### config.mk
export PLATFORM = sky130hd
export DESIGN_NAME = pdv_regs
export DESIGN_NICKNAME = d
export VERILOG_FILES = /design/src/verilog/pdv_pkg.sv /design/src/verilog/pdv_field_split.sv /design/src/verilog/pdv_mask_reg.sv /design/src/verilog/pdv_regs.sv
export SDC_FILE = /design/constraint.sdc
export NUM_CORES = 1
export LEC_CHECK = 0
export ABC_CLOCK_PERIOD_IN_PS = 9800
export BUFFER_PORTS_ARGS = -buffer_cell sky130_fd_sc_hd__buf_2
export CORE_MARGIN = 5
export CORE_UTILIZATION = 35
export CTS_BUF_LIST = sky130_fd_sc_hd__clkbuf_4 sky130_fd_sc_hd__clkbuf_8
export CTS_CLUSTER_DIAMETER = 30
export DETAILED_ROUTE_END_ITERATION = 8
export HOLD_SLACK_MARGIN = 0.12
export PLACE_DENSITY = 0.58
export SETUP_SLACK_MARGIN = 0.1
export SYNTH_ARGS = -nofsm -noshare
export SYNTH_HDL_FRONTEND = slang
export SYNTH_SLANG_ARGS = --single-unit
### constraint.sdc
create_clock -name clock -period 9.8 [get_ports clock]
set_clock_uncertainty 0.1 [all_clocks]
set_input_delay 1.96 -clock clock [delete_from_list [all_inputs] [get_ports clock]]
set_output_delay 1.96 -clock clock [all_outputs]
set_load 0.03 [all_outputs]
### src/verilog/pdv_pkg.sv
// package of offsets, field layouts and reset values for the pad bank
// assumes a plain one-cycle register port and byte addresses
package pdv_pkg;

  // ==========================================================
  // bus geometry
  localparam int          PDV_AW        = 12;
  localparam int          PDV_NDRV      = 7;
  localparam int          PDV_MASK_LSB  = 16;

  // ==========================================================
  // register offsets
  localparam logic [11:0] PDV_OFS_P2A   = 12'h100;
  localparam logic [11:0] PDV_OFS_P2B   = 12'h104;
  localparam logic [11:0] PDV_OFS_P2C   = 12'h108;
  localparam logic [11:0] PDV_OFS_P3A   = 12'h110;
  localparam logic [11:0] PDV_OFS_P3B   = 12'h114;
  localparam logic [11:0] PDV_OFS_P3C   = 12'h118;
  localparam logic [11:0] PDV_OFS_P3D   = 12'h11c;
  localparam logic [11:0] PDV_OFS_VSEL  = 12'h180;

  // ==========================================================
  // drive codes
  localparam logic [1:0]  PDV_DRV_2MA   = 2'h0;
  localparam logic [1:0]  PDV_DRV_4MA   = 2'h1;
  localparam logic [1:0]  PDV_DRV_8MA   = 2'h2;
  localparam logic [1:0]  PDV_DRV_12MA  = 2'h3;

  // ==========================================================
  // reset values, pin 7 in the top field
  localparam logic [15:0] PDV_RST_P2A   = 16'h5555;
  localparam logic [15:0] PDV_RST_P2B   = 16'h0000;
  localparam logic [15:0] PDV_RST_P2C   = 16'h1554;
  localparam logic [15:0] PDV_RST_P3A   = 16'h5555;
  localparam logic [15:0] PDV_RST_P3B   = 16'h5555;
  localparam logic [15:0] PDV_RST_P3C   = 16'h5555;
  localparam logic [15:0] PDV_RST_P3D   = 16'h0055;

  // ==========================================================
  // voltage select layout
  localparam int          PDV_VS_SRC    = 0;
  localparam int          PDV_VS_D6     = 1;
  localparam int          PDV_VS_D1     = 2;
  localparam int          PDV_VS_D2     = 3;
  localparam int          PDV_VS_D3     = 4;
  localparam int          PDV_VS_D4     = 5;
  localparam int          PDV_VS_D5     = 6;
  localparam int          PDV_VS_OSC    = 7;
  localparam logic [15:0] PDV_VS_IMPL   = 16'h00ff;
  localparam logic [15:0] PDV_RST_VSEL  = 16'h0000;

endpackage

### src/verilog/pdv_field_split.sv
// splits a drive register into eight 2-bit pad strength codes
// assumes pin k sits at bits 2k+1:2k
module pdv_field_split
  import pdv_pkg::*;
(
  input  wire logic [15:0] packed_in,
  output logic      [1:0]  code [8]
);

  // ==========================================================
  // field extraction
  genvar k;
  generate
    for (k = 0; k < 8; k++)
    begin : g_pin
      assign code[k] = packed_in[2*k+1 -: 2];
    end
  endgenerate

endmodule

### src/verilog/pdv_mask_reg.sv
// one 16-bit register with per-bit write enables in the upper half
// assumes the caller decodes the address into wr_sel
module pdv_mask_reg
  import pdv_pkg::*;
#(
  parameter logic [15:0] RST_VAL = 16'h0000,
  parameter logic [15:0] IMPL    = 16'hffff
)(
  input  wire logic        clock,
  input  wire logic        rst,
  input  wire logic        wr_sel,
  input  wire logic [31:0] wr_data,
  output logic      [15:0] value_q
);

  // ==========================================================
  // masked update
  logic [15:0] bit_en;
  logic [15:0] value_d;

  assign bit_en  = wr_sel ? (wr_data[31:16] & IMPL) : 16'h0000;
  assign value_d = (value_q & ~bit_en) | (wr_data[15:0] & bit_en);

  always_ff @(posedge clock or posedge rst)
  begin
    if (rst)
      value_q <= RST_VAL;
    else
      value_q <= value_d;
  end

endmodule

### src/verilog/pdv_regs.sv
// pad drive strength and io domain voltage register bank
// assumes plain register port, read data one cycle after read strobe
// What this block does
// - written lower bit n changes only when mask bit n+16 is one
// - mask bit zero leaves the stored bit as it was
// - eight 2-bit drive codes: 2, 4, 8, 12 mA to the pads
// - pin k field occupies bits 2k+1 down to 2k
// - port2 group B at 0x104, all fields reset to 0
// - port2 group C at 0x108, pins 1-6 reset 1, pins 0,7 reset 0
// - port3 group A at 0x110, all fields reset to 1
// - port3 group B at 0x114, all fields reset to 1
// - port3 group C at 0x118, all fields reset to 1
// - port3 group D at 0x11c, pins 4-7 reset 0, pins 0-3 reset 1
// - voltage register 0x180: bit7 osc, bits6-2 domains 5..1, bit1 d6
// - voltage bits: zero is 3.3 V, one is 1.8 V, reset zero
// - extra bit selects source of domain 6 voltage
// - source zero follows pin, one follows register bit; reset zero
// - port2 group A at 0x100, all fields reset to 1
module pdv_regs
  import pdv_pkg::*;
(
  input  wire logic        clock,
  input  wire logic        rst,
  input  wire logic [11:0] addr,
  input  wire logic [31:0] wdata,
  input  wire logic        wr_strobe,
  input  wire logic        rd_strobe,
  input  wire logic        domain6_level_pin,
  output logic      [31:0] rdata,
  output logic      [15:0] port2a_drive,
  output logic      [15:0] port2b_drive,
  output logic      [15:0] port2c_drive,
  output logic      [15:0] port3a_drive,
  output logic      [15:0] port3b_drive,
  output logic      [15:0] port3c_drive,
  output logic      [15:0] port3d_drive,
  output logic             osc_level,
  output logic             domain5_level,
  output logic             domain4_level,
  output logic             domain3_level,
  output logic             domain2_level,
  output logic             domain1_level,
  output logic             domain6_level
);

  // ==========================================================
  // address decode
  localparam logic [11:0] OFS [PDV_NDRV] = '{
    PDV_OFS_P2A, PDV_OFS_P2B, PDV_OFS_P2C, PDV_OFS_P3A,
    PDV_OFS_P3B, PDV_OFS_P3C, PDV_OFS_P3D};
  localparam logic [15:0] RST [PDV_NDRV] = '{
    PDV_RST_P2A, PDV_RST_P2B, PDV_RST_P2C, PDV_RST_P3A,
    PDV_RST_P3B, PDV_RST_P3C, PDV_RST_P3D};

  function automatic logic hit(input logic [11:0] a,
                               input logic [11:0] ofs);
    hit = (a[11:2] == ofs[11:2]);
  endfunction

  logic [PDV_NDRV-1:0] drv_wr;
  logic [PDV_NDRV-1:0] drv_hit;
  logic [15:0]         drv_val [PDV_NDRV];
  logic                vsel_hit;
  logic                vsel_wr;
  logic [15:0]         vsel_val;
  logic [1:0]          drv_code [PDV_NDRV][8];
  logic [15:0]         pad_nx   [PDV_NDRV];

  assign vsel_hit = hit(addr, PDV_OFS_VSEL);
  assign vsel_wr  = wr_strobe & vsel_hit;

  // ==========================================================
  // drive registers
  genvar r;
  generate
    for (r = 0; r < PDV_NDRV; r++)
    begin : g_drv
      assign drv_hit[r] = hit(addr, OFS[r]);
      assign drv_wr[r]  = wr_strobe & drv_hit[r];
      pdv_mask_reg #(
        .RST_VAL (RST[r]),
        .IMPL    (16'hffff)
      ) u_drv (
        .clock   (clock),
        .rst     (rst),
        .wr_sel  (drv_wr[r]),
        .wr_data (wdata),
        .value_q (drv_val[r])
      );
      pdv_field_split u_split (
        .packed_in (drv_val[r]),
        .code      (drv_code[r])
      );
      assign pad_nx[r] = {drv_code[r][7], drv_code[r][6],
                          drv_code[r][5], drv_code[r][4],
                          drv_code[r][3], drv_code[r][2],
                          drv_code[r][1], drv_code[r][0]};
    end
  endgenerate

  // ==========================================================
  // voltage select register
  // domain bit layout
  pdv_mask_reg #(
    .RST_VAL (PDV_RST_VSEL),
    .IMPL    (PDV_VS_IMPL)
  ) u_vsel (
    .clock   (clock),
    .rst     (rst),
    .wr_sel  (vsel_wr),
    .wr_data (wdata),
    .value_q (vsel_val)
  );

  // ==========================================================
  // read mux
  logic [15:0] rd_sel;
  logic [31:0] rdata_d;
  logic [31:0] rdata_q;

  always_comb
  begin
    rd_sel = vsel_hit ? (vsel_val & PDV_VS_IMPL) : 16'h0000;
    for (int i = 0; i < PDV_NDRV; i++)
      if (drv_hit[i])
        rd_sel = drv_val[i];
  end

  assign rdata_d = rd_strobe ? {16'h0000, rd_sel} : 32'h0000_0000;

  always_ff @(posedge clock or posedge rst)
  begin
    if (rst)
      rdata_q <= 32'h0000_0000;
    else
      rdata_q <= rdata_d;
  end

  assign rdata = rdata_q;

  // ==========================================================
  // pad ring outputs, registered
  // the pin is sampled once so the pad sees a flop, one cycle late
  logic        d6_d;
  logic [15:0] pad_q [PDV_NDRV];
  logic [7:0]  lvl_q;

  assign d6_d = vsel_val[PDV_VS_SRC] ? vsel_val[PDV_VS_D6]
                                     : domain6_level_pin;

  always_ff @(posedge clock or posedge rst)
  begin
    if (rst)
    begin
      for (int i = 0; i < PDV_NDRV; i++)
        pad_q[i] <= RST[i];
      lvl_q <= 8'h00;
    end
    else
    begin
      for (int i = 0; i < PDV_NDRV; i++)
        pad_q[i] <= pad_nx[i];
      lvl_q <= {vsel_val[7:2], d6_d, 1'b0};
    end
  end

  assign port2a_drive  = pad_q[0];
  assign port2b_drive  = pad_q[1];
  assign port2c_drive  = pad_q[2];
  assign port3a_drive  = pad_q[3];
  assign port3b_drive  = pad_q[4];
  assign port3c_drive  = pad_q[5];
  assign port3d_drive  = pad_q[6];
  assign osc_level     = lvl_q[PDV_VS_OSC];
  assign domain5_level = lvl_q[PDV_VS_D5];
  assign domain4_level = lvl_q[PDV_VS_D4];
  assign domain3_level = lvl_q[PDV_VS_D3];
  assign domain2_level = lvl_q[PDV_VS_D2];
  assign domain1_level = lvl_q[PDV_VS_D1];
  assign domain6_level = lvl_q[PDV_VS_D6];

endmodule
==> tab_implementation.tex, run 1 <==
\begin{tabular}{lr}
\hline
Metric & Value \\
\hline
\multicolumn{2}{l}{\textbf{Status}} \\
\quad Result of the run & finished clean \\
\multicolumn{2}{l}{\textbf{Setup path}} \\
\quad Critical path peak fanout & 15 \\
\quad Startpoint Class & input pin \\
\quad Critical path required time & slightly above 10 ns \\
\quad Kind of critical path & in -> reg \\
\quad Critical path endpoint category & flop \\
\quad Critical path data arrival time & 4.95 ns \\
\multicolumn{2}{l}{\textbf{Detailed routing}} \\
\quad Residual DRC count & 0 \\
\quad Via Count & between 6000 and 7000 \\
\quad Count of nets left with antenna violations after detail routing & 0 \\
\quad Via-to-Cell Ratio & 4.93 \\
\quad Initial detailed-routing violation count & 453 \\
\quad Average detailed-routed wire length per instance & roughly 22 µm \\
\quad Routed wire length & between 20 and 30 mm \\
\quad Router iterations before antenna repair & 4 \\
\multicolumn{2}{l}{\textbf{Clock network}} \\
\quad TritonCTS clock tree & yes \\
\quad Number of setup buffers added after CTS & 0 \\
\quad Clock root cell & sky130\_fd\_sc\_hd\_\_clkbuf\_8 \\
\quad Resized Gates After CTS & 0 \\
\quad Total number of H-tree levels & 2 \\
\quad Worst-skew pair later-pin latency & 0.56 ns \\
\quad Clk slew on worst S/H paths & 0.06 ns \\
\quad Number of hold buffers added after cts & 0 \\
\quad CTS buffer count & between 50 and 60 \\
\quad Maximum buffer depth of the clock tree & 3 \\
\quad Clock Sink Count & 255 \\
\multicolumn{2}{l}{\textbf{Floorplan}} \\
\quad Die W & 180 µm \\
\quad Die Area & between 30000 and 40000 µm² \\
\quad IO Pins & 200 \\
\quad Total number of placement rows & 62 \\
\quad Overall die height & approximately 180 µm \\
\quad Core Footprint & about 29000 µm² \\
\quad Initial core utilization & 0.354 \\
\multicolumn{2}{l}{\textbf{Yosys}} \\
\quad Avg Inst Size Synth & $\sim$14 µm² \\
\quad Adder and majority cell fraction of the synthesized area & 0 \\
\quad Async set or reset register ratio after synthesis & 1.00 \\
\quad Largest family of logic cells by synthesized area & multiplexers \\
\quad Share of the synthesized area in compound gates (AO/OA/AOI/OAI) & 0.0633 \\
\quad Number of unique standard cell types used by synthesis & 55 \\
\quad Sequential share of the synthesized area & 0.638 \\
\quad Multiplexer share of the synthesized area & 0.161 \\
\quad Number of instances in the synthesized netlist & 743 \\
\quad Yosys reg bits & 255 \\
\quad Post-synthesis xor/xnor area fraction & 0 \\
\quad Post-synth top flop & sky130\_fd\_sc\_hd\_\_dfrtp\_1 \\
\quad Post-synthesis share of cell area spent on and, or, nand and nor gates & 0.0984 \\
\quad Number of warning messages in the yosys log & 0 \\
\quad Post-synth EDFFs & 0 \\
\quad Total standard cell area after synthesis & 10200 µm² \\
\multicolumn{2}{l}{\textbf{Cells and area}} \\
\quad Leading cell type in the layout, fill and taps excluded & sky130\_fd\_sc\_hd\_\_buf\_2 \\
\quad Commonest non-fill, non-tap cells in the layout & 181 x sky130\_fd\_sc\_hd\_\_buf\_2, 171 x sky130\_fd\_sc\_hd\_\_dfrtp\_1, 121 x sky130\_fd\_sc\_hd\_\_nand2\_1 \\
\quad Net count reported at finish & 999 \\
\quad Non-filler instance count after layout & around 1400 \\
\quad Post-route cell area & approximately 13000 µm² \\
\quad Filler cell count & around 2700 \\
\quad Layout cells sized above 1 & 0.513 \\
\quad Syn-to-layout area delta & 23.8\% \\
\multicolumn{2}{l}{\textbf{Timing}} \\
\quad Minimum hold slack & roughly 0.26 ns \\
\quad Worst-case headroom to the max-slew limit & 0.236 \\
\quad Worst-Margin Slew & 1.13 ns \\
\quad Final hold vios & 0 \\
\quad Maximum clock frequency & between 0.2 and 0.25 GHz \\
\quad Min Clock Period, post-route & 4.61 ns \\
\quad Number of max-slew violations in the final report & 0 \\
\quad Number of setup violations in the final report & 0 \\
\quad Summed negative setup slack over all endpoints & 0 ns \\
\quad RSZ-0062 raised after global routing & false \\
\quad Final cycle utilization of the critical path & 0.470 \\
\multicolumn{2}{l}{\textbf{Power}} \\
\quad Switching Fraction & 0.232 \\
\quad Fraction of power consumed by combinational cells & 0.045 \\
\quad Sequential share of power & 0.442 \\
\quad Cell area power density & around 190 nW/µm² \\
\quad VDD IR-drop max & 0.0947 mV \\
\quad Static power due to leakage & $\sim$6 nW \\
\quad Switching power total & around 560 µW \\
\quad Clk network pwr share & 0.512 \\
\quad Int Pwr & approximately 1.9 mW \\
\multicolumn{2}{l}{\textbf{Global routing}} \\
\quad Global-route wire length before repair & $\sim$46 mm \\
\quad GRT Util Overall & 0.182 \\
\quad Number of global-route vias before repair & between 7000 and 8000 \\
\quad Largest net degree at the start of global routing & 134 \\
\quad Number of antenna violations at the first check in global routing & 6 \\
\quad Global route overflow & 0 \\
\multicolumn{2}{l}{\textbf{Place}} \\
\quad Number of cells in the design after placement & 1281 \\
\quad HPWL reported at the end of detailed placement & about 19 mm \\
\quad Number of buffers inserted by port buffering & 181 \\
\quad Global placer's final weighted congestion & between 0.7 and 0.8 \\
\quad Cell area after placement & 11400 µm² \\
\multicolumn{2}{l}{\textbf{Run}} \\
\quad Number of max-capacitance violations reported & 0 \\
\multicolumn{2}{l}{\textbf{Worst hold path}} \\
\quad Min-delay worst type & reg -> reg \\
\hline
\end{tabular}
## through the flow
step | worst slack [ns] | util | total power, mW
after floorplan | 0.866 | - | 1.16
final | 5.19 | 0.439 | 2.42
after global placement | 4.75 | 0.396 | 1.20
after CTS | 5.37 | 0.438 | 2.45
after global routing | 5.09 | 0.439 | 2.51
after detailed placement | 4.78 | 0.396 | 1.20
## critical path, stage by stage
cell	delay [ns]
sky130_fd_sc_hd__buf_2	0.13
sky130_fd_sc_hd__nor4b_1	0.97
sky130_fd_sc_hd__nand3_1	1.11
sky130_fd_sc_hd__o221a_2	0.60
sky130_fd_sc_hd__o211a_1	0.16
## kinds of logic (layout without fill, tap and decap cells)
group | count (synthesis) | after routing
flip-flops | 255 | 255
buffers and inverters | 66 | 301
other | 1 | 19
AND/OR/NAND/NOR | 190 | 190
multiplexers | 146 | 146
AO/OA/AOI/OAI | 85 | 85
## final cells by class
type,count,area (µm²),share of cell area
sequential,255,6490,0.515
multi-input combinational,437,3350,0.266
timing repair buffer,194,1000,0.0797
clock buffer,73,911,0.0724
tap,384,480,0.0382
clock inverter,23,302,0.0240
inverter,11,48.8,0.00388
antenna,3,7.51,0.000596
## path summary, 6_finish.rpt
check / slack [ns] / startpoint / endpoint / depth (start not counted)
worst max-delay path: 5.19 / addr[7] / rdata[4] / 5
worst min-delay path: 0.26 / flop / port2c_drive[2] / 0
worst max register to register: 8.14 / flop / rdata[2] / 4
worst min register to register: 0.26 / flop / port2c_drive[2] / 0
max in group asynchronous: 6.59 / rst / async pin / 3
min in group asynchronous: 1.51 / rst / async pin / 2
## cell usage after synthesis (6+ instances only)
cell type,count,area (µm²)
sky130_fd_sc_hd__a211oi_1,6,45.0
sky130_fd_sc_hd__a21oi_1,8,40.0
sky130_fd_sc_hd__a221oi_1,7,61.3
sky130_fd_sc_hd__buf_2,11,55.1
sky130_fd_sc_hd__buf_4,18,135
sky130_fd_sc_hd__buf_6,9,101
sky130_fd_sc_hd__clkbuf_1,12,45.0
sky130_fd_sc_hd__dfrtp_1,171,4280
sky130_fd_sc_hd__dfstp_2,84,2210
sky130_fd_sc_hd__inv_1,10,37.5
sky130_fd_sc_hd__mux2_1,20,225
sky130_fd_sc_hd__mux2_2,113,1270
sky130_fd_sc_hd__mux2i_1,12,120
sky130_fd_sc_hd__nand2_1,121,454
sky130_fd_sc_hd__nor2_1,18,67.6
sky130_fd_sc_hd__nor4_1,13,81.3
sky130_fd_sc_hd__nor4_4,6,128
sky130_fd_sc_hd__o21ai_0,14,70.1
sky130_fd_sc_hd__o22a_1,6,52.6
sky130_fd_sc_hd__o22ai_1,9,56.3
## power by group through the flow
| stage | logic (mW) | registers [mW] | clock network, mW |
|---|---|---|---|
| 2_1_floorplan | 0.0639 | 1.09 | 0 |
| 3_3_place_gp | 0.110 | 1.09 | 0 |
| 3_5_place_dp | 0.110 | 1.09 | 0 |
| 4_1_cts | 0.111 | 1.07 | 1.27 |
| 5_1_grt | 0.120 | 1.07 | 1.32 |
| 6_report | 0.109 | 1.07 | 1.24 |
## per-layer routing
metal,vias to the layer above,routed length [µm],GRT usage,part of all wire
met3,59,2710,0.0533,0.091
met2,263,14100,0.290,0.47
li1,3042,-,-,-
met1,3428,12100,0.238,0.41
met5,-,34,0,0.0011
met4,6,804,0.0641,0.027
(Power assumes the default switching activity.)
==> inputs of run 2 (changes only) <==
- ABC_CLOCK_PERIOD_IN_PS: 9800 -> 4700
- clock period: 9.8 -> 4.7 ns (I/O delays scaled with it)
==> tab_implementation.tex, run 2 (synthesis results as in run 1) <==
\begin{tabular}{lr}
\hline
Metric & Value \\
\hline
\multicolumn{2}{l}{\textbf{Global routing}} \\
\quad Global routing's busiest layer & met2 \\
\quad Global route overflow & 0 (unchanged) \\
\quad Fraction of met1 tracks used by global routing & 0.229 (-0.00897) \\
\quad Largest net degree at the start of global routing & 119 (-11\%) \\
\quad GRT Util Overall & 0.176 (-0.00518) \\
\quad Met3 usage & 0.0559 (+0.00262) \\
\quad Number of global-route vias before repair & 7304 (-2.2\%) \\
\quad Number of antenna violations at the first check in global routing & 4 (-2) \\
\quad Global-route wire length before repair & 44.6 mm (-2.5\%) \\
\quad Global-route track usage on met2 & 0.289 (-0.000301) \\
\multicolumn{2}{l}{\textbf{Detailed routing}} \\
\quad Initial detailed-routing violation count & 391 (-14\%) \\
\quad Average detailed-routed wire length per instance & 21.1 µm (-2.2\%) \\
\quad Residual DRC count & 0 (unchanged) \\
\quad Routed wire length & 29.2 mm (-1.9\%) \\
\quad Count of nets left with antenna violations after detail routing & 0 (unchanged) \\
\quad Via Count & 6722 (-1.1\%) \\
\quad Router iterations before antenna repair & 5 (+1) \\
\quad Via-to-Cell Ratio & 4.85 (-1.5\%) \\
\multicolumn{2}{l}{\textbf{Clock network}} \\
\quad Maximum buffer depth of the clock tree & 3 (unchanged) \\
\quad Clock Sink Count & 255 (unchanged) \\
\quad Number of setup buffers added after CTS & 0 (unchanged) \\
\quad Total number of H-tree levels & 2 (unchanged) \\
\quad Clock root cell & sky130\_fd\_sc\_hd\_\_clkbuf\_8 \\
\quad Number of hold buffers added after cts & 0 (unchanged) \\
\quad CTS buffer count & 51 (unchanged) \\
\quad TritonCTS clock tree & yes \\
\quad Resized Gates After CTS & 0 (unchanged) \\
\quad Worst-skew pair later-pin latency & 0.57 ns (about the same) \\
\quad Clk slew on worst S/H paths & 0.06 ns (about the same) \\
\multicolumn{2}{l}{\textbf{Floorplan}} \\
\quad Die Area & 32600 µm² (unchanged) \\
\quad IO Pins & 200 (unchanged) \\
\quad Core Footprint & 28700 µm² (unchanged) \\
\quad Overall die height & 180 µm (unchanged) \\
\quad Initial core utilization & 0.354 (unchanged) \\
\quad Die W & 180 µm (unchanged) \\
\quad Total number of placement rows & 62 (unchanged) \\
\multicolumn{2}{l}{\textbf{Cells and area}} \\
\quad Syn-to-layout area delta & 25.8\% \\
\quad Commonest non-fill, non-tap cells in the layout & 181 x sky130\_fd\_sc\_hd\_\_buf\_2, 171 x sky130\_fd\_sc\_hd\_\_dfrtp\_1, 121 x sky130\_fd\_sc\_hd\_\_nand2\_1 \\
\quad Area of all sequential standard cells & 6490 µm² (unchanged) \\
\quad Leading cell type in the layout, fill and taps excluded & sky130\_fd\_sc\_hd\_\_buf\_2 \\
\quad Net count reported at finish & 1007 (+0.80\%) \\
\quad Layout cells sized above 1 & 0.516 (+0.00341) \\
\quad Utilization of the core after routing & 0.446 (+0.00719) \\
\quad Multi-input gate area & 3350 µm² (unchanged) \\
\quad Filler cell count & 2707 (-0.73\%) \\
\multicolumn{2}{l}{\textbf{Timing}} \\
\quad RSZ-0062 raised after global routing & false \\
\quad Min Clock Period, post-route & just over 3 ns \\
\quad Maximum clock frequency & 0.323 GHz \\
\quad Number of setup violations in the final report & 0 (unchanged) \\
\quad Worst-Margin Slew & 0.947 ns (-0.183 ns) \\
\quad Worst-case headroom to the max-slew limit & 0.365 (+0.129) \\
\quad Final hold vios & 0 (unchanged) \\
\quad Final cycle utilization of the critical path & 0.658 \\
\quad Number of max-slew violations in the final report & 0 (unchanged) \\
\quad Summed negative setup slack over all endpoints & 0 ns (unchanged) \\
\multicolumn{2}{l}{\textbf{Place}} \\
\quad Number of buffers inserted by port buffering & 181 (unchanged) \\
\quad Global placer's final weighted congestion & 0.785 (+2.3\%) \\
\quad HPWL reported at the end of detailed placement & 19.5 mm (+2.5\%) \\
\multicolumn{2}{l}{\textbf{Setup path}} \\
\quad Critical path required time & 5.02 ns (-5.12 ns) \\
\quad Startpoint Class & input pin \\
\quad CP peak stage delay & 0.81 ns (-0.30 ns) \\
\quad Crit path max-delay cell type & sky130\_fd\_sc\_hd\_\_or4b\_4 \\
\quad Critical path data arrival time & 3.42 ns (-1.53 ns) \\
\quad Critical path endpoint category & flop \\
\quad Kind of critical path & in -> reg \\
\quad Critical path peak fanout & 29 (+14) \\
\quad Number of buffers and inverters on the critical path & 2 (+1) \\
\quad Cell class contributing the biggest share of worst-path delay & simple AND/OR/NAND/NOR gates \\
\quad Cell Chain, Critical Path & buf\_2, or4b\_4, nor4\_4, buf\_4, nand2\_1, mux2\_1 \\
\multicolumn{2}{l}{\textbf{Run}} \\
\quad Number of max-capacitance violations reported & 0 (unchanged) \\
\multicolumn{2}{l}{\textbf{Worst hold path}} \\
\quad Min-delay worst type & in -> async \\
\multicolumn{2}{l}{\textbf{Power}} \\
\quad Static power due to leakage & 6.28 nW (+1.9\%) \\
\quad Cell area power density & 415 nW/µm² (+120\%) \\
\quad VDD IR-drop max & 0.298 mV (+220\%) \\
\multicolumn{2}{l}{\textbf{Status}} \\
\quad Result of the run & finished clean \\
\hline
\end{tabular}
==> run 2: cell count changes in the layout (fill, tap and decap cells not counted), sizes merged <==
cell      delta
inv          +1
clkinv       -1
diode        -2
buf          +8
clkbuf       -2
bufinv       +5
clkinvlp     -4
==> run 2: final timing paths <==
kind                         start              end  slack (ns)  cells past startpoint
hold / removal                 rst        async pin        0.25                      2
max in group asynchronous      rst        async pin        3.28                      3
setup / recovery           addr[7]             flop        1.61                      6
hold reg to reg               flop  port3a_drive[8]        0.26                      0
min in group clock            flop  port3a_drive[8]        0.26                      0
setup reg to reg              flop         rdata[7]        2.95                      4
==> run 2: cell type report <==
type / count / area share
Sequential cell: 255 / 0.507
Multi-Input combinational cell: 437 / 0.262
Timing Repair Buffer: 202 / 0.0860
Clock buffer: 71 / 0.0715
Tap cell: 384 / 0.0375
Clock inverter: 24 / 0.0325
Inverter: 11 / 0.00352
Antenna cell: 1 / 0.000196
==> run 2: worst register-to-register path, stage by stage (launching register included) <==
cell and delay (ns):
sky130_fd_sc_hd__dfrtp_1 0.41, sky130_fd_sc_hd__mux2_2 0.29, sky130_fd_sc_hd__o2111a_1 0.23, sky130_fd_sc_hd__a2111oi_0 0.46, sky130_fd_sc_hd__a211oi_1 0.12
==> run 2: power breakdown <==
| part | switching [mW] | leakage [nW] | internal (mW) |
|---|---|---|---|
| Clock | 0.976 | 0.685 | 1.88 |
| Sequential | 0.0101 | 3.25 | 2.22 |
| Combinational | 0.174 | 2.34 | 0.0558 |
| Total | 1.16 | 6.28 | 4.15 |
==> run 2: layer usage <==
layer	wire length, µm	up-vias
li1	-	3045
met1	12600	3385
met2	13900	234
met3	2170	52
met4	512	6
met5	45	-
==> run 2: stage by stage <==
stage | area (µm²) | total power, mW | std cells | hold slack, ns | worst slack, ns
after floorplan | 10200 | 2.42 | 758 | 0.257 | 0.371
after global placement | 11500 | 2.50 | 1289 | 0.262 | 1.03
after detailed placement | 11500 | 2.50 | 1289 | 0.263 | 1.04
after CTS | 12800 | 5.39 | 1384 | 0.230 | 1.63
after global routing | 12800 | 5.52 | 1385 | 0.242 | 1.58
final | 12800 | 5.31 | 1385 | 0.252 | 1.61
==> inputs of run 3 (changes only) <==
- ABC_AREA: unset -> 1
- ABC_CLOCK_PERIOD_IN_PS: 4700 -> 2500
- PLACE_DENSITY: 0.58 -> 0.6
- clock period: 4.7 -> 2.5 ns (I/O delays scaled with it)
==> tab_implementation.tex, run 3 <==
\begin{tabular}{lr}
\hline
Metric & Value \\
\hline
\multicolumn{2}{l}{\textbf{Cells and area}} \\
\quad Commonest non-fill, non-tap cells in the layout & 248 x sky130\_fd\_sc\_hd\_\_nand2\_1, 181 x sky130\_fd\_sc\_hd\_\_buf\_2, 171 x sky130\_fd\_sc\_hd\_\_dfrtp\_1 \\
\quad Area of all sequential standard cells & 6490 µm² (unchanged) \\
\quad Multi-input gate area & 2910 µm² (-13\%) \\
\quad Number of antenna repair diodes & 0 (-1) \\
\quad Leading cell type in the layout, fill and taps excluded & sky130\_fd\_sc\_hd\_\_nand2\_1 \\
\quad Net count reported at finish & 1257 (+25\%) \\
\quad Syn-to-layout area delta & 32.2\% \\
\quad Layout cells sized above 1 & 0.374 (-0.142) \\
\quad Filler cell count & 2624 (-3.1\%) \\
\multicolumn{2}{l}{\textbf{Timing}} \\
\quad Number of max-slew violations in the final report & 0 (unchanged) \\
\quad Final cycle utilization of the critical path & 0.811 \\
\quad Final hold vios & 0 (unchanged) \\
\quad RSZ-0062 raised after global routing & false \\
\quad Summed negative setup slack over all endpoints & 0 ns (unchanged) \\
\quad Maximum clock frequency & just under 0.5 GHz \\
\quad Minimum hold slack & 0.159 ns (-0.0928 ns) \\
\quad Min Clock Period, post-route & roughly 2.0 ns \\
\quad Number of setup violations in the final report & 0 (unchanged) \\
\multicolumn{2}{l}{\textbf{Detailed routing}} \\
\quad Initial detailed-routing violation count & 555 (+42\%) \\
\quad Via-to-Cell Ratio & 4.65 (-4.3\%) \\
\quad Via Count & 7577 (+13\%) \\
\quad Router iterations before antenna repair & 5 (unchanged) \\
\quad Routed wire length & 29.2 mm (about the same) \\
\quad Average detailed-routed wire length per instance & 17.9 µm (-15\%) \\
\quad Count of nets left with antenna violations after detail routing & 0 (unchanged) \\
\quad Residual DRC count & 0 (unchanged) \\
\multicolumn{2}{l}{\textbf{Yosys}} \\
\quad Total standard cell area after synthesis & 9870 µm² (-3.0\%) \\
\quad Sequential share of the synthesized area & 0.657 (+0.0196) \\
\quad Avg Inst Size Synth & 10.6 µm² (-22\%) \\
\quad Async set or reset register ratio after synthesis & 1.00 (unchanged) \\
\quad Number of warning messages in the yosys log & 0 (unchanged) \\
\quad Post-synth top flop & sky130\_fd\_sc\_hd\_\_dfrtp\_1 \\
\quad Share of Yosys cell area claimed by the top area cell type & 0.434 (+0.0129) \\
\quad Number of instances in the synthesized netlist & 930 (+25\%) \\
\quad Top post-synthesis cells by count & 248 x sky130\_fd\_sc\_hd\_\_nand2\_1, 171 x sky130\_fd\_sc\_hd\_\_dfrtp\_1, 84 x sky130\_fd\_sc\_hd\_\_dfstp\_2 \\
\quad Count leader, synth & sky130\_fd\_sc\_hd\_\_nand2\_1 \\
\quad Largest area contributor in the synthesized netlist & sky130\_fd\_sc\_hd\_\_dfrtp\_1 \\
\quad Post-synth EDFFs & 0 (unchanged) \\
\quad Yosys reg bits & 255 (unchanged) \\
\quad Synth top area cells & sky130\_fd\_sc\_hd\_\_dfrtp\_1 43\%, sky130\_fd\_sc\_hd\_\_dfstp\_2 22\%, sky130\_fd\_sc\_hd\_\_nand2\_1 9.4\% \\
\quad Number of unique standard cell types used by synthesis & 39 (-29\%) \\
\multicolumn{2}{l}{\textbf{Place}} \\
\quad Global placer's final weighted congestion & 0.816 (+4.0\%) \\
\quad HPWL reported at the end of detailed placement & 19.9 mm (+1.8\%) \\
\quad Number of buffers inserted by port buffering & 181 (unchanged) \\
\multicolumn{2}{l}{\textbf{Clock network}} \\
\quad Maximum buffer depth of the clock tree & 3 (unchanged) \\
\quad Total number of H-tree levels & 2 (unchanged) \\
\quad Number of setup buffers added after CTS & 0 (unchanged) \\
\quad Clock Sink Count & 255 (unchanged) \\
\quad Resized Gates After CTS & 0 (unchanged) \\
\quad Clk slew on worst S/H paths & 0.06 ns (about the same) \\
\quad Clock root cell & sky130\_fd\_sc\_hd\_\_clkbuf\_8 \\
\quad TritonCTS clock tree & yes \\
\quad CTS buffer count & 54 (+5.9\%) \\
\quad Worst-skew pair later-pin latency & 0.56 ns (about the same) \\
\multicolumn{2}{l}{\textbf{Power}} \\
\quad VDD IR-drop max & 0.354 mV (+19\%) \\
\quad Fraction of power consumed by combinational cells & 0.040 (-0.003) \\
\quad Sequential share of power & 0.410 (-0.010) \\
\quad Clk network pwr share & 0.551 (+0.014) \\
\quad Switching power total & 2.23 mW (+92\%) \\
\quad Static power due to leakage & 6.48 nW (+3.2\%) \\
\quad Overall power after layout & 10.2 mW (+93\%) \\
\quad Switching Fraction & 0.218 (-0.000513) \\
\quad Cell area power density & 785 nW/µm² (+89\%) \\
\quad Int Pwr & 8.01 mW (+93\%) \\
\multicolumn{2}{l}{\textbf{Global routing}} \\
\quad Global route overflow & 0 (unchanged) \\
\quad Global-route wire length before repair & 44.6 mm (about the same) \\
\quad GRT Util Overall & 0.186 (+0.00954) \\
\quad Largest net degree at the start of global routing & 85 (-29\%) \\
\quad Number of antenna violations at the first check in global routing & 2 (-2) \\
\quad Number of global-route vias before repair & 7673 (+5.1\%) \\
\multicolumn{2}{l}{\textbf{Floorplan}} \\
\quad Total number of placement rows & 61 (-1.6\%) \\
\quad Initial core utilization & 0.355 (+0.000849) \\
\quad Overall die height & 178 µm (-1.4\%) \\
\quad Die W & 178 µm (-1.4\%) \\
\quad IO Pins & 200 (unchanged) \\
\quad Core Footprint & 27800 µm² (-3.2\%) \\
\quad Die Area & 31700 µm² (-2.8\%) \\
\multicolumn{2}{l}{\textbf{Setup path}} \\
\quad Startpoint Class & input pin \\
\quad Critical path required time & 2.90 ns (-2.12 ns) \\
\quad Kind of critical path & in -> reg \\
\quad Critical path data arrival time & 2.43 ns (-0.99 ns) \\
\quad Critical path peak fanout & 9 (-69\%) \\
\quad Critical path endpoint category & flop \\
\multicolumn{2}{l}{\textbf{Status}} \\
\quad Result of the run & finished clean \\
\multicolumn{2}{l}{\textbf{Run}} \\
\quad Number of max-capacitance violations reported & 0 (unchanged) \\
\multicolumn{2}{l}{\textbf{Worst hold path}} \\
\quad Min-delay worst type & in -> reg \\
\hline
\end{tabular}
-- run 3: critical path, cell delays in order --
cell	delay, ns
sky130_fd_sc_hd__buf_2	0.11
sky130_fd_sc_hd__nor2_2	0.14
sky130_fd_sc_hd__nand3_4	0.12
sky130_fd_sc_hd__buf_4	0.20
sky130_fd_sc_hd__nor2_4	0.13
sky130_fd_sc_hd__nand2_4	0.15
sky130_fd_sc_hd__clkinv_2	0.25
sky130_fd_sc_hd__nand2_1	0.10
sky130_fd_sc_hd__a21oi_1	0.15
sky130_fd_sc_hd__dlygate4sd3_1	0.56
-- run 3: logic make-up (layout without fill, tap and decap cells) --
| family | after synthesis | after routing | share of synthesized area |
|---|---|---|---|
| AOI/OAI and AO/OA | 165 | 165 | 0.0870 |
| buffers and inverters | 105 | 413 | 0.0538 |
| DFF | 255 | 255 | 0.657 |
| muxes | 22 | 22 | 0.0259 |
| other | 1 | 16 | 0.000380 |
| and+or+nand+nor | 382 | 382 | 0.176 |
-- run 3: power by group through the flow --
stage / Clock, mW / Sequential, mW / Combinational [mW]
2_1_floorplan: 0 / 4.29 / 0.197
3_3_place_gp: 0 / 4.26 / 0.377
3_5_place_dp: 0 / 4.26 / 0.381
4_1_cts: 5.75 / 4.20 / 0.413
5_1_grt: 5.98 / 4.20 / 0.450
6_report: 5.64 / 4.20 / 0.408
-- run 3: area by class of cell --
cell class              count  share of cell area
flip-flops and latches    255               0.497
multi-input cells         585               0.223
repair buffers            244               0.115
clock buffers              70              0.0686
clock inverters            31              0.0395
well taps                 378              0.0362
inverters                  68              0.0205
-- run 3: worst paths after layout --
path                                 from                to  slack, ns  cells after the start
worst max-delay path              addr[6]              flop       0.47                     10
worst min-delay path            wdata[26]              flop       0.16                      3
worst max register to register       flop              flop       1.08                      3
worst min register to register       flop  port3c_drive[12]       0.26                      0
max in group asynchronous             rst   port2a_drive[8]       1.05                      5
min in group asynchronous             rst         async pin       0.41                      3
-- run 3: metrics by stage --
stage	instances	instance area (µm²)	worst slack, ns	utilization
6_report	1631	13100	0.473	0.470
3_5_place_dp	1505	11400	0.187	0.410
4_1_cts	1631	13100	0.494	0.470
2_1_floorplan	945	9930	-1.39	-
5_1_grt	1631	13100	0.359	0.470
3_3_place_gp	1505	11400	0.246	0.410
-- run 3: layer usage --
| layer | vias up | GRT usage | wire length [µm] |
|---|---|---|---|
| met2 | 304 | 0.284 | 13300 |
| li1 | 3581 | - | - |
| met3 | 40 | 0.0435 | 2410 |
| met4 | 4 | 0.0561 | 503 |
| met5 | - | 0 | 14 |
| met1 | 3648 | 0.265 | 13000 |
-- run 3: repair_timing --
item | CTS | global route
endpoints found under the setup margin | 0 | 0
hold endpoints to repair | 61 | 0
hold buffers | 25 | 0
